`config.mk`:
```
export PLATFORM = sky130hd
export DESIGN_NAME = monitor_readback_port
export DESIGN_NICKNAME = d
export VERILOG_FILES = /design/src/rtl/monitor_readback_pkg.sv /design/src/rtl/monitor_readback_port.sv /design/src/rtl/pin_sync.sv /design/src/rtl/alert_status_flags.sv
export VERILOG_INCLUDE_DIRS = /design/src /design/src/rtl
export SDC_FILE = /design/constraint.sdc
export NUM_CORES = 1
export LEC_CHECK = 0
export ABC_AREA = 1
export BUFFER_PORTS_ARGS = -buffer_cell sky130_fd_sc_hd__buf_2
export CORE_MARGIN = 4
export CORE_UTILIZATION = 30
export DETAILED_ROUTE_END_ITERATION = 8
export GPL_TIMING_DRIVEN = 0
export HOLD_SLACK_MARGIN = 0.1
export PLACE_DENSITY = 0.46
export SYNTH_ARGS = -nofsm -noshare
export SYNTH_HDL_FRONTEND = slang
export SYNTH_SLANG_ARGS = --single-unit
```
`constraint.sdc`:
```
create_clock -name ref_clk -period 2.25 [get_ports ref_clk]
set_input_delay 0.225 -clock ref_clk [delete_from_list [all_inputs] [get_ports ref_clk]]
set_output_delay 0.225 -clock ref_clk [all_outputs]
set_load 0.02 [all_outputs]
```
`src/rtl/monitor_readback_params.svh`:
```
// Constants for the monitor readback status port
`ifndef MONITOR_READBACK_PARAMS_SVH
`define MONITOR_READBACK_PARAMS_SVH

// Status byte bit positions
`define STAT_SAMPLED_OC_BIT   0
`define STAT_ADC_ALERT_BIT    1
`define STAT_ANALOG_OFF_BIT   2
`define STAT_INS_FAIL_BIT     3
`define STAT_OFF_NOW_BIT      4
`define STAT_OFF_ALERT_BIT    5
`define STAT_RESET_VALUE      8'h00

// Serial framing
`define ADDR_BITS             7
`define DEFAULT_SLAVE_ADDR    7'h4A

`endif

```
`src/rtl/monitor_readback_pkg.sv`:
```
// Types shared by the monitor readback status port
`default_nettype none
package monitor_readback_pkg;

	// Serial slave phases
	typedef enum logic [2:0] {
		PH_IDLE,
		PH_ADDR,
		PH_ADDR_ACK,
		PH_TX,
		PH_MACK,
		PH_SKIP
	} phase_e;

	// Readback frame shape
	typedef enum logic [1:0] {
		FR_BOTH,
		FR_VOLT,
		FR_AMP,
		FR_STATUS
	} frame_e;

endpackage
`default_nettype wire

```
`src/rtl/monitor_readback_port.sv`:
```
// Read side of the two-wire serial slave of a power monitor
`include "monitor_readback_params.svh"
`default_nettype none
module monitor_readback_port (
	// Clock and reset
	input  wire logic        ref_clk,
	input  wire logic        arst_n,
	// Serial link pins
	input  wire logic        sclIn,
	input  wire logic        sdaIn,
	output var  logic        sdaOut,
	output var  logic        sdaOe,
	// Slave address
	input  wire logic [6:0]  slaveAddr,
	// Command state from the write side
	input  wire logic        volt_free_run,
	input  wire logic        voltOnce,
	input  wire logic        amp_free_run,
	input  wire logic        ampOnce,
	input  wire logic        statusReadSel,
	input  wire logic        voltage_span_select,
	// Conversion results
	input  wire logic [11:0] voltCode,
	input  wire logic [11:0] ampCode,
	input  wire logic        conversionDone,
	// Alert sources
	input  wire logic        sampled_overcurrent_now,
	input  wire logic        adcTripEvent,
	input  wire logic        analog_trip_off_state,
	input  wire logic        insertionFailEvent,
	input  wire logic        latchOffVariant,
	input  wire logic        insertion_fail_notice_on,
	input  wire logic        powerRequestPin,
	input  wire logic        soft_power_down,
	input  wire logic        offAlertEvent,
	input  wire logic        clearRequest,
	// Observed state
	output var  logic [7:0]  alertStatusOut,
	output var  logic        clearPendingOut,
	output var  logic        readActive
);

	logic                        sclSync;
	logic                        sdaSync;
	logic                        sclPrev_q;
	logic                        sdaPrev_q;
	logic                        sclRise;
	logic                        sclFall;
	logic                        startCond;
	logic                        stopCond;
	monitor_readback_pkg::phase_e phase_q;
	monitor_readback_pkg::frame_e frame_q;
	logic [3:0]                  bitCnt_q;
	logic [7:0]                  shift_q;
	logic [1:0]                  byteIdx_q;
	logic                        dataValid_q;
	logic                        singlePending_q;
	logic                        singleSeen_q;
	logic [7:0]                  alertStatus;
	logic                        clearPending;
	logic [7:0]                  txByte;
	logic [1:0]                  lastIdx;
	logic                        freeRunNow;
	logic                        powerRequestSync;

	// Both link pins are asynchronous, so each passes two flops
	pin_sync sclSyncInst (
		.ref_clk (ref_clk),
		.arst_n  (arst_n),
		.asyncIn (sclIn),
		.syncOut (sclSync)
	);
	pin_sync sdaSyncInst (
		.ref_clk (ref_clk),
		.arst_n  (arst_n),
		.asyncIn (sdaIn),
		.syncOut (sdaSync)
	);

	// Power request is a board pin, so it is retimed before the status byte
	pin_sync reqSyncInst (
		.ref_clk (ref_clk),
		.arst_n  (arst_n),
		.asyncIn (powerRequestPin),
		.syncOut (powerRequestSync)
	);

	// Status flags live in their own module
	alert_status_flags flagsInst (
		.ref_clk                  (ref_clk),
		.arst_n                   (arst_n),
		.sampled_overcurrent_now  (sampled_overcurrent_now),
		.adcTripEvent             (adcTripEvent),
		.analog_trip_off_state    (analog_trip_off_state),
		.insertionFailEvent       (insertionFailEvent),
		.latchOffVariant          (latchOffVariant),
		.insertion_fail_notice_on (insertion_fail_notice_on),
		.powerRequestOff          (~powerRequestSync),
		.soft_power_down          (soft_power_down),
		.offAlertEvent            (offAlertEvent),
		.clearRequest             (clearRequest),
		.clearPending             (clearPending),
		.alertStatus              (alertStatus)
	);

	// Edge and condition detection on synchronised pins
	always_ff @(posedge ref_clk or negedge arst_n) begin
		if (!arst_n) begin
			sclPrev_q <= 1'b1;
			sdaPrev_q <= 1'b1;
		end else begin
			sclPrev_q <= sclSync;
			sdaPrev_q <= sdaSync;
		end
	end
	assign sclRise   = sclSync & ~sclPrev_q;
	assign sclFall   = ~sclSync & sclPrev_q;
	assign startCond = sclSync & sclPrev_q & sdaPrev_q & ~sdaSync;
	assign stopCond  = sclSync & sclPrev_q & ~sdaPrev_q & sdaSync;
	assign freeRunNow = volt_free_run | amp_free_run;

	// Track single-shot requests; reads are refused until one completes
	always_ff @(posedge ref_clk or negedge arst_n) begin
		if (!arst_n) begin
			singlePending_q <= 1'b0;
			singleSeen_q    <= 1'b0;
			dataValid_q     <= 1'b0;
		end else begin
			singleSeen_q <= voltOnce | ampOnce;
			if (conversionDone) begin
				singlePending_q <= 1'b0;
				dataValid_q     <= 1'b1;
			end else if ((voltOnce | ampOnce) & ~singleSeen_q) begin
				singlePending_q <= 1'b1;
			end
		end
	end

	// Frame shape from the latest command
	always_ff @(posedge ref_clk or negedge arst_n) begin
		if (!arst_n) begin
			frame_q <= monitor_readback_pkg::FR_BOTH;
		end else if (phase_q == monitor_readback_pkg::PH_IDLE) begin
			if (statusReadSel)
				frame_q <= monitor_readback_pkg::FR_STATUS;
			else if ((volt_free_run | voltOnce) && !(amp_free_run | ampOnce))
				frame_q <= monitor_readback_pkg::FR_VOLT;
			else if ((amp_free_run | ampOnce) && !(volt_free_run | voltOnce))
				frame_q <= monitor_readback_pkg::FR_AMP;
			else
				frame_q <= monitor_readback_pkg::FR_BOTH;
		end
	end

	// Byte selection; zeros before the first continuous conversion
	always_comb begin
		txByte  = 8'h00;
		lastIdx = 2'h1;
		unique case (frame_q)
			monitor_readback_pkg::FR_BOTH: begin
				lastIdx = 2'h2;
				unique case (byteIdx_q)
					2'h0:    txByte = voltCode[11:4];
					2'h1:    txByte = ampCode[11:4];
					default: txByte = {voltCode[3:0], ampCode[3:0]};
				endcase
			end
			monitor_readback_pkg::FR_VOLT:
				txByte = (byteIdx_q == 2'h0) ? voltCode[11:4] : {voltCode[3:0], 4'h0};
			monitor_readback_pkg::FR_AMP:
				txByte = (byteIdx_q == 2'h0) ? ampCode[11:4] : {ampCode[3:0], 4'h0};
			monitor_readback_pkg::FR_STATUS: begin
				lastIdx = 2'h0;
				txByte  = alertStatus;
			end
		endcase
		if (frame_q != monitor_readback_pkg::FR_STATUS && !dataValid_q && freeRunNow)
			txByte = 8'h00;
	end

	// Serial slave phase machine; changes SDA only after SCL falls
	always_ff @(posedge ref_clk or negedge arst_n) begin
		if (!arst_n) begin
			phase_q   <= monitor_readback_pkg::PH_IDLE;
			bitCnt_q  <= 4'h0;
			shift_q   <= 8'h00;
			byteIdx_q <= 2'h0;
			sdaOut    <= 1'b1;
			sdaOe     <= 1'b0;
		end else if (startCond) begin
			phase_q   <= monitor_readback_pkg::PH_ADDR;
			bitCnt_q  <= 4'h0;
			byteIdx_q <= 2'h0;
			sdaOe     <= 1'b0;
		end else if (stopCond) begin
			phase_q <= monitor_readback_pkg::PH_IDLE;
			sdaOe   <= 1'b0;
		end else begin
			unique case (phase_q)
				monitor_readback_pkg::PH_IDLE: begin
					sdaOe <= 1'b0;
				end
				monitor_readback_pkg::PH_ADDR: begin
					if (sclRise) begin
						shift_q  <= {shift_q[6:0], sdaSync};
						bitCnt_q <= bitCnt_q + 4'h1;
					end else if (sclFall && bitCnt_q == 4'h8) begin
						// Answer only a read to our address with no single-shot pending
						if (shift_q[7:1] == slaveAddr && shift_q[0] && !singlePending_q) begin
							phase_q <= monitor_readback_pkg::PH_ADDR_ACK;
							sdaOut  <= 1'b0;
							sdaOe   <= 1'b1;
						end else begin
							phase_q <= monitor_readback_pkg::PH_SKIP;
						end
					end
				end
				monitor_readback_pkg::PH_ADDR_ACK: begin
					if (sclFall) begin
						phase_q  <= monitor_readback_pkg::PH_TX;
						shift_q  <= {txByte[6:0], 1'b0};
						sdaOut   <= txByte[7];
						sdaOe    <= ~txByte[7];
						bitCnt_q <= 4'h1;
					end
				end
				monitor_readback_pkg::PH_TX: begin
					if (sclFall) begin
						if (bitCnt_q == 4'h8) begin
							phase_q <= monitor_readback_pkg::PH_MACK;
							sdaOut  <= 1'b1;
							sdaOe   <= 1'b0;
						end else begin
							// Open drain: only a zero is driven
							sdaOut   <= shift_q[7];
							sdaOe    <= ~shift_q[7];
							shift_q  <= {shift_q[6:0], 1'b0};
							bitCnt_q <= bitCnt_q + 4'h1;
						end
					end
				end
				monitor_readback_pkg::PH_MACK: begin
					if (sclRise) begin
						// Master acknowledge continues until the last frame byte; not-acknowledge or the last byte ends
						if (!sdaSync && byteIdx_q != lastIdx) begin
							byteIdx_q <= byteIdx_q + 2'h1;
							phase_q   <= monitor_readback_pkg::PH_ADDR_ACK;
						end else begin
							phase_q <= monitor_readback_pkg::PH_SKIP;
						end
					end
				end
				monitor_readback_pkg::PH_SKIP: begin
					sdaOe <= 1'b0;
				end
			endcase
		end
	end

	// Registered copies of internal state for observation
	always_ff @(posedge ref_clk or negedge arst_n) begin
		if (!arst_n) begin
			alertStatusOut  <= `STAT_RESET_VALUE;
			clearPendingOut <= 1'b0;
			readActive      <= 1'b0;
		end else begin
			alertStatusOut  <= alertStatus;
			clearPendingOut <= clearPending;
			readActive      <= (phase_q != monitor_readback_pkg::PH_IDLE) &&
				(phase_q != monitor_readback_pkg::PH_SKIP);
		end
	end

endmodule
`default_nettype wire

```
`src/rtl/pin_sync.sv`:
```
// Two-stage synchroniser for one asynchronous level
`default_nettype none
module pin_sync (
	// Clock and reset
	input  wire logic ref_clk,
	input  wire logic arst_n,
	// Level in and out
	input  wire logic asyncIn,
	output var  logic syncOut
);

	logic stage1_q;

	// First stage feeds only the second
	always_ff @(posedge ref_clk or negedge arst_n) begin
		if (!arst_n) begin
			stage1_q <= 1'b1;
			syncOut  <= 1'b1;
		end else begin
			stage1_q <= asyncIn;
			syncOut  <= stage1_q;
		end
	end

endmodule
`default_nettype wire

```
`src/rtl/alert_status_flags.sv`:
```
// Alert status byte with sticky flags and self-clearing clear control
`include "monitor_readback_params.svh"
`default_nettype none
module alert_status_flags (
	// Clock and reset
	input  wire logic       ref_clk,
	input  wire logic       arst_n,
	// Alert sources (same clock domain)
	input  wire logic       sampled_overcurrent_now,
	input  wire logic       adcTripEvent,
	input  wire logic       analog_trip_off_state,
	input  wire logic       insertionFailEvent,
	input  wire logic       latchOffVariant,
	input  wire logic       insertion_fail_notice_on,
	input  wire logic       powerRequestOff,
	input  wire logic       soft_power_down,
	input  wire logic       offAlertEvent,
	// Clear control
	input  wire logic       clearRequest,
	output var  logic       clearPending,
	// Status byte
	output var  logic [7:0] alertStatus
);

	logic adcAlert_q;
	logic insertion_fail_flag;
	logic offAlert_q;

	// Clear control self-clears once the sticky bits were cleared
	always_ff @(posedge ref_clk or negedge arst_n) begin
		if (!arst_n) begin
			clearPending <= 1'b0;
		end else begin
			clearPending <= clearRequest & ~clearPending;
		end
	end

	// Sticky flags; a new event in the clear cycle still sets the flag
	always_ff @(posedge ref_clk or negedge arst_n) begin
		if (!arst_n) begin
			adcAlert_q          <= 1'b0;
			insertion_fail_flag <= 1'b0;
			offAlert_q          <= 1'b0;
		end else begin
			adcAlert_q          <= adcTripEvent | (adcAlert_q & ~clearPending);
			insertion_fail_flag <= insertionFailEvent | (insertion_fail_flag & ~clearPending);
			offAlert_q          <= offAlertEvent | (offAlert_q & ~clearPending);
		end
	end

	// Status byte; top two bits zero, no write path exists
	always_comb begin
		alertStatus = `STAT_RESET_VALUE;
		alertStatus[`STAT_SAMPLED_OC_BIT] = sampled_overcurrent_now;
		alertStatus[`STAT_ADC_ALERT_BIT]  = adcAlert_q;
		// Latch-off parts mirror the sticky fail flag when its alert is on
		alertStatus[`STAT_ANALOG_OFF_BIT] = (latchOffVariant && insertion_fail_notice_on) ?
			insertion_fail_flag : analog_trip_off_state;
		alertStatus[`STAT_INS_FAIL_BIT]   = insertion_fail_flag;
		alertStatus[`STAT_OFF_NOW_BIT]    = powerRequestOff | soft_power_down;
		alertStatus[`STAT_OFF_ALERT_BIT]  = offAlert_q;
	end

endmodule
`default_nettype wire

```
==> reports/results.ini <==
[sta]
finalWorstSetupSlack_ns=0.346
min_period_over_period=0.846
final_max_slew_viol_count=0
finalCriticalPeriod_ns=1.90
max_slew.worst_pin.slew_ns=1.02
achievable-frequency_mhz=525
slew-limit-headroom=0.322
final_hold_viols=0
setup_violations=0
clock-skew-final_ns=0.0100
rsz0062_at_grt=no
fin_tns_setup_ns=0
hold_slack_ns=0.0815

[power]
p_leak_uw=0.00170
vdd_drop_max_mv=0.462
cellPowerDensity_nw_per_um2=1110

[placement]
port-buffer-count=60
detailedPlacementHpwl_mm=5.66
dpl_worst_slack_ns=0.344
finalWeightedCongestion=0.873

[setup_path]
critical_path.max_fanout=10
crit_type=reg2reg
critical_path.startpoint_type=flop
worstPathArrival_ns=2.13
critical-path-slowest-cell=sky130_fd_sc_hd__clkbuf_1
worst_path_most_repeated_cell=sky130_fd_sc_hd__inv_1
setup.worst_path.end_class=flop
crit_required_ns=2.48
critPathMaxStageDelay_ns=0.39
crit_path_cell_trace=inv_1, ha_1, buf_2, inv_1, clkbuf_1, a21oi_1, o21ai_0, nand3_1, a22oi_2

[clock_network]
post_cts.resized_instances=0
worst_skew_pair.late_latency_ns=0.31
root_buffer=sky130_fd_sc_hd__clkbuf_8
clockBufferDepth=2
cts_buffers=5
clock_tree.htree_level_count=2
cts.reportedPaths.clkPinSlew_ns=0.09
tritoncts=done
cts.sinks=44

[global_route]
via_count_of_the_first_global_routing_pass=2600
overflow=0
grt_overall_usage=0.143
grt_start_max_net_pins=45
first_pass_grt_wire_length_mm=12.6
grt_antenna_before_repair=0

[floorplanning]
die_area_um2=10800
placeableCoreArea_um2=8810
ios=64
rows=34
die_x_um=104
starting_density=0.312
chipHeight_um=104

[run]
reported_max_cap_violation_count=0

[synthesis]
netlist_area_um2=2750
ys_types=36
synth_area_per_cell_um2=7.64
synthDominantAreaCellType=sky130_fd_sc_hd__dfrtp_1
yosys_warnings=0
synth_largest_type_area_fraction=0.318
ys_top_cells_by_area=sky130_fd_sc_hd__dfrtp_1, sky130_fd_sc_hd__nand2_1, sky130_fd_sc_hd__dfstp_2
post_synthesis_cell_count=360
synth_sequential_area_ratio=0.404
ys_seq_elements=44

[finish]
fill_cells=956
area_delta_synth_final_pct=21.7
layout.nets=495
final_layout_size_suffix_gt1_frac=0.267
antenna-diode-count=0
mostFrequentLayoutCell=sky130_fd_sc_hd__nand2_1
mostFrequentLayoutCells=sky130_fd_sc_hd__nand2_1, sky130_fd_sc_hd__buf_2, sky130_fd_sc_hd__inv_1, sky130_fd_sc_hd__nand3_1, sky130_fd_sc_hd__dfrtp_1

[detailed_routing]
drt-initial-drc-count=148
antenna_violating_nets_post_route=0
drt-wirelength-per-cell_um=13.6
drcViolationCount=0
routed-via-count=2603
route.detailed.vias_per_inst=4.79
detail_route.first_pass.iterations=5
drt_wl_total_mm=7.39

[min_path]
worstHoldPathType=in2async

[status]
run_status=finished clean

-- critical path, delay by kind of cell (launching register included) --
family,cells,cell delay (ns)
simple gates,1,0.18
buf+inv,4,0.72
flops,1,0.38
compound gates,3,0.35
fa+ha+maj,1,0.19
-- synth_stat cells, drive strengths merged --
library cell,n
o211ai,10
nand2,90
a21oi,29
and3,1
dfrtp,35
o21ai,20
or2,3
inv,52
clkbuf,2
a22oi,8
ha,9
dfstp,9
nand3,39
nor2,30
nand4,4
o21a,2
conb,1
buf,9
nor3,2
nand3b,1
o21bai,3
o31ai,1
-- state kept, by name (all words and copies together), names as in the netlist, 2 cells and up --
| name | flops |
|---|---|
| shift_q | 8 |
| alertStatusOut | 6 |
| bitCnt_q | 4 |
| phase_q | 3 |
| byteIdx_q | 2 |
| frame_q | 2 |
-- cells by family after synthesis --
| group | Yosys count | synth area share |
|---|---|---|
| AO/OA/AOI/OAI | 73 | 0.176 |
| adder cells (fa/ha/maj) | 9 | 0.0409 |
| buffers and inverters | 63 | 0.0950 |
| flip-flops | 44 | 0.404 |
| other | 1 | 0.00136 |
| AND/OR/NAND/NOR | 170 | 0.283 |
-- report_power, final --
group | total, µW | switching [µW] | internal [µW]
registers | 1180 | 177 | 1000
clock network | 554 | 305 | 249
logic | 2000 | 1270 | 731
total | 3730 | 1750 | 1980
-- through the flow --
step | std cells | util | power, µW | cell area (µm²)
2_1_floorplan | 361 | - | 2690 | 2760
3_3_place_gp | 529 | 0.362 | 3180 | 3190
3_5_place_dp | 529 | 0.362 | 3190 | 3190
4_1_cts | 543 | 0.380 | 3770 | 3350
5_1_grt | 543 | 0.380 | 4120 | 3350
6_report | 543 | 0.380 | 3730 | 3350
-- path summary, 6_finish.rpt --
check                                  endpoint  cells after the start            startpoint  slack (ns)
hold / removal                       frame_q[1]                      1                arst_n        0.08
setup reg to reg                     shift_q[2]                      9            frame_q[0]        0.35
hold reg to reg             sclSyncInst.syncOut                      0  sclSyncInst.stage1_q        0.36
min in group ref_clk       flagsInst.adcAlert_q                      2          adcTripEvent        0.11
max in group asynchronous           bitCnt_q[3]                      1                arst_n        1.54
setup / recovery                     shift_q[2]                      9            frame_q[0]        0.35
-- what timing repair did --
item | CTS | global route
setup buffers | 0 | 0
hold endpoints to repair | 6 | 0
hold buffers | 6 | 0
-- area by class of cell --
| type | count | area (µm²) | share of cell area |
|---|---|---|---|
| multi-input cells | 254 | 1380 | 0.413 |
| flip-flops and latches | 44 | 1110 | 0.332 |
| repair buffers | 66 | 360 | 0.108 |
| inverters | 52 | 195 | 0.0583 |
| well taps | 108 | 135 | 0.0404 |
| clock buffers | 6 | 82.6 | 0.0247 |
| plain buffers | 11 | 66.3 | 0.0198 |
| clock inverters | 2 | 15.0 | 0.00448 |
-- per-layer routing --
layer  routed length (µm)  global-route usage
met1                 3440               0.195
met2                 3480               0.230
met3                  387              0.0274
met4                   86              0.0456
met5                    0                   0
Note: power is estimated with default switching activity, not from simulation.
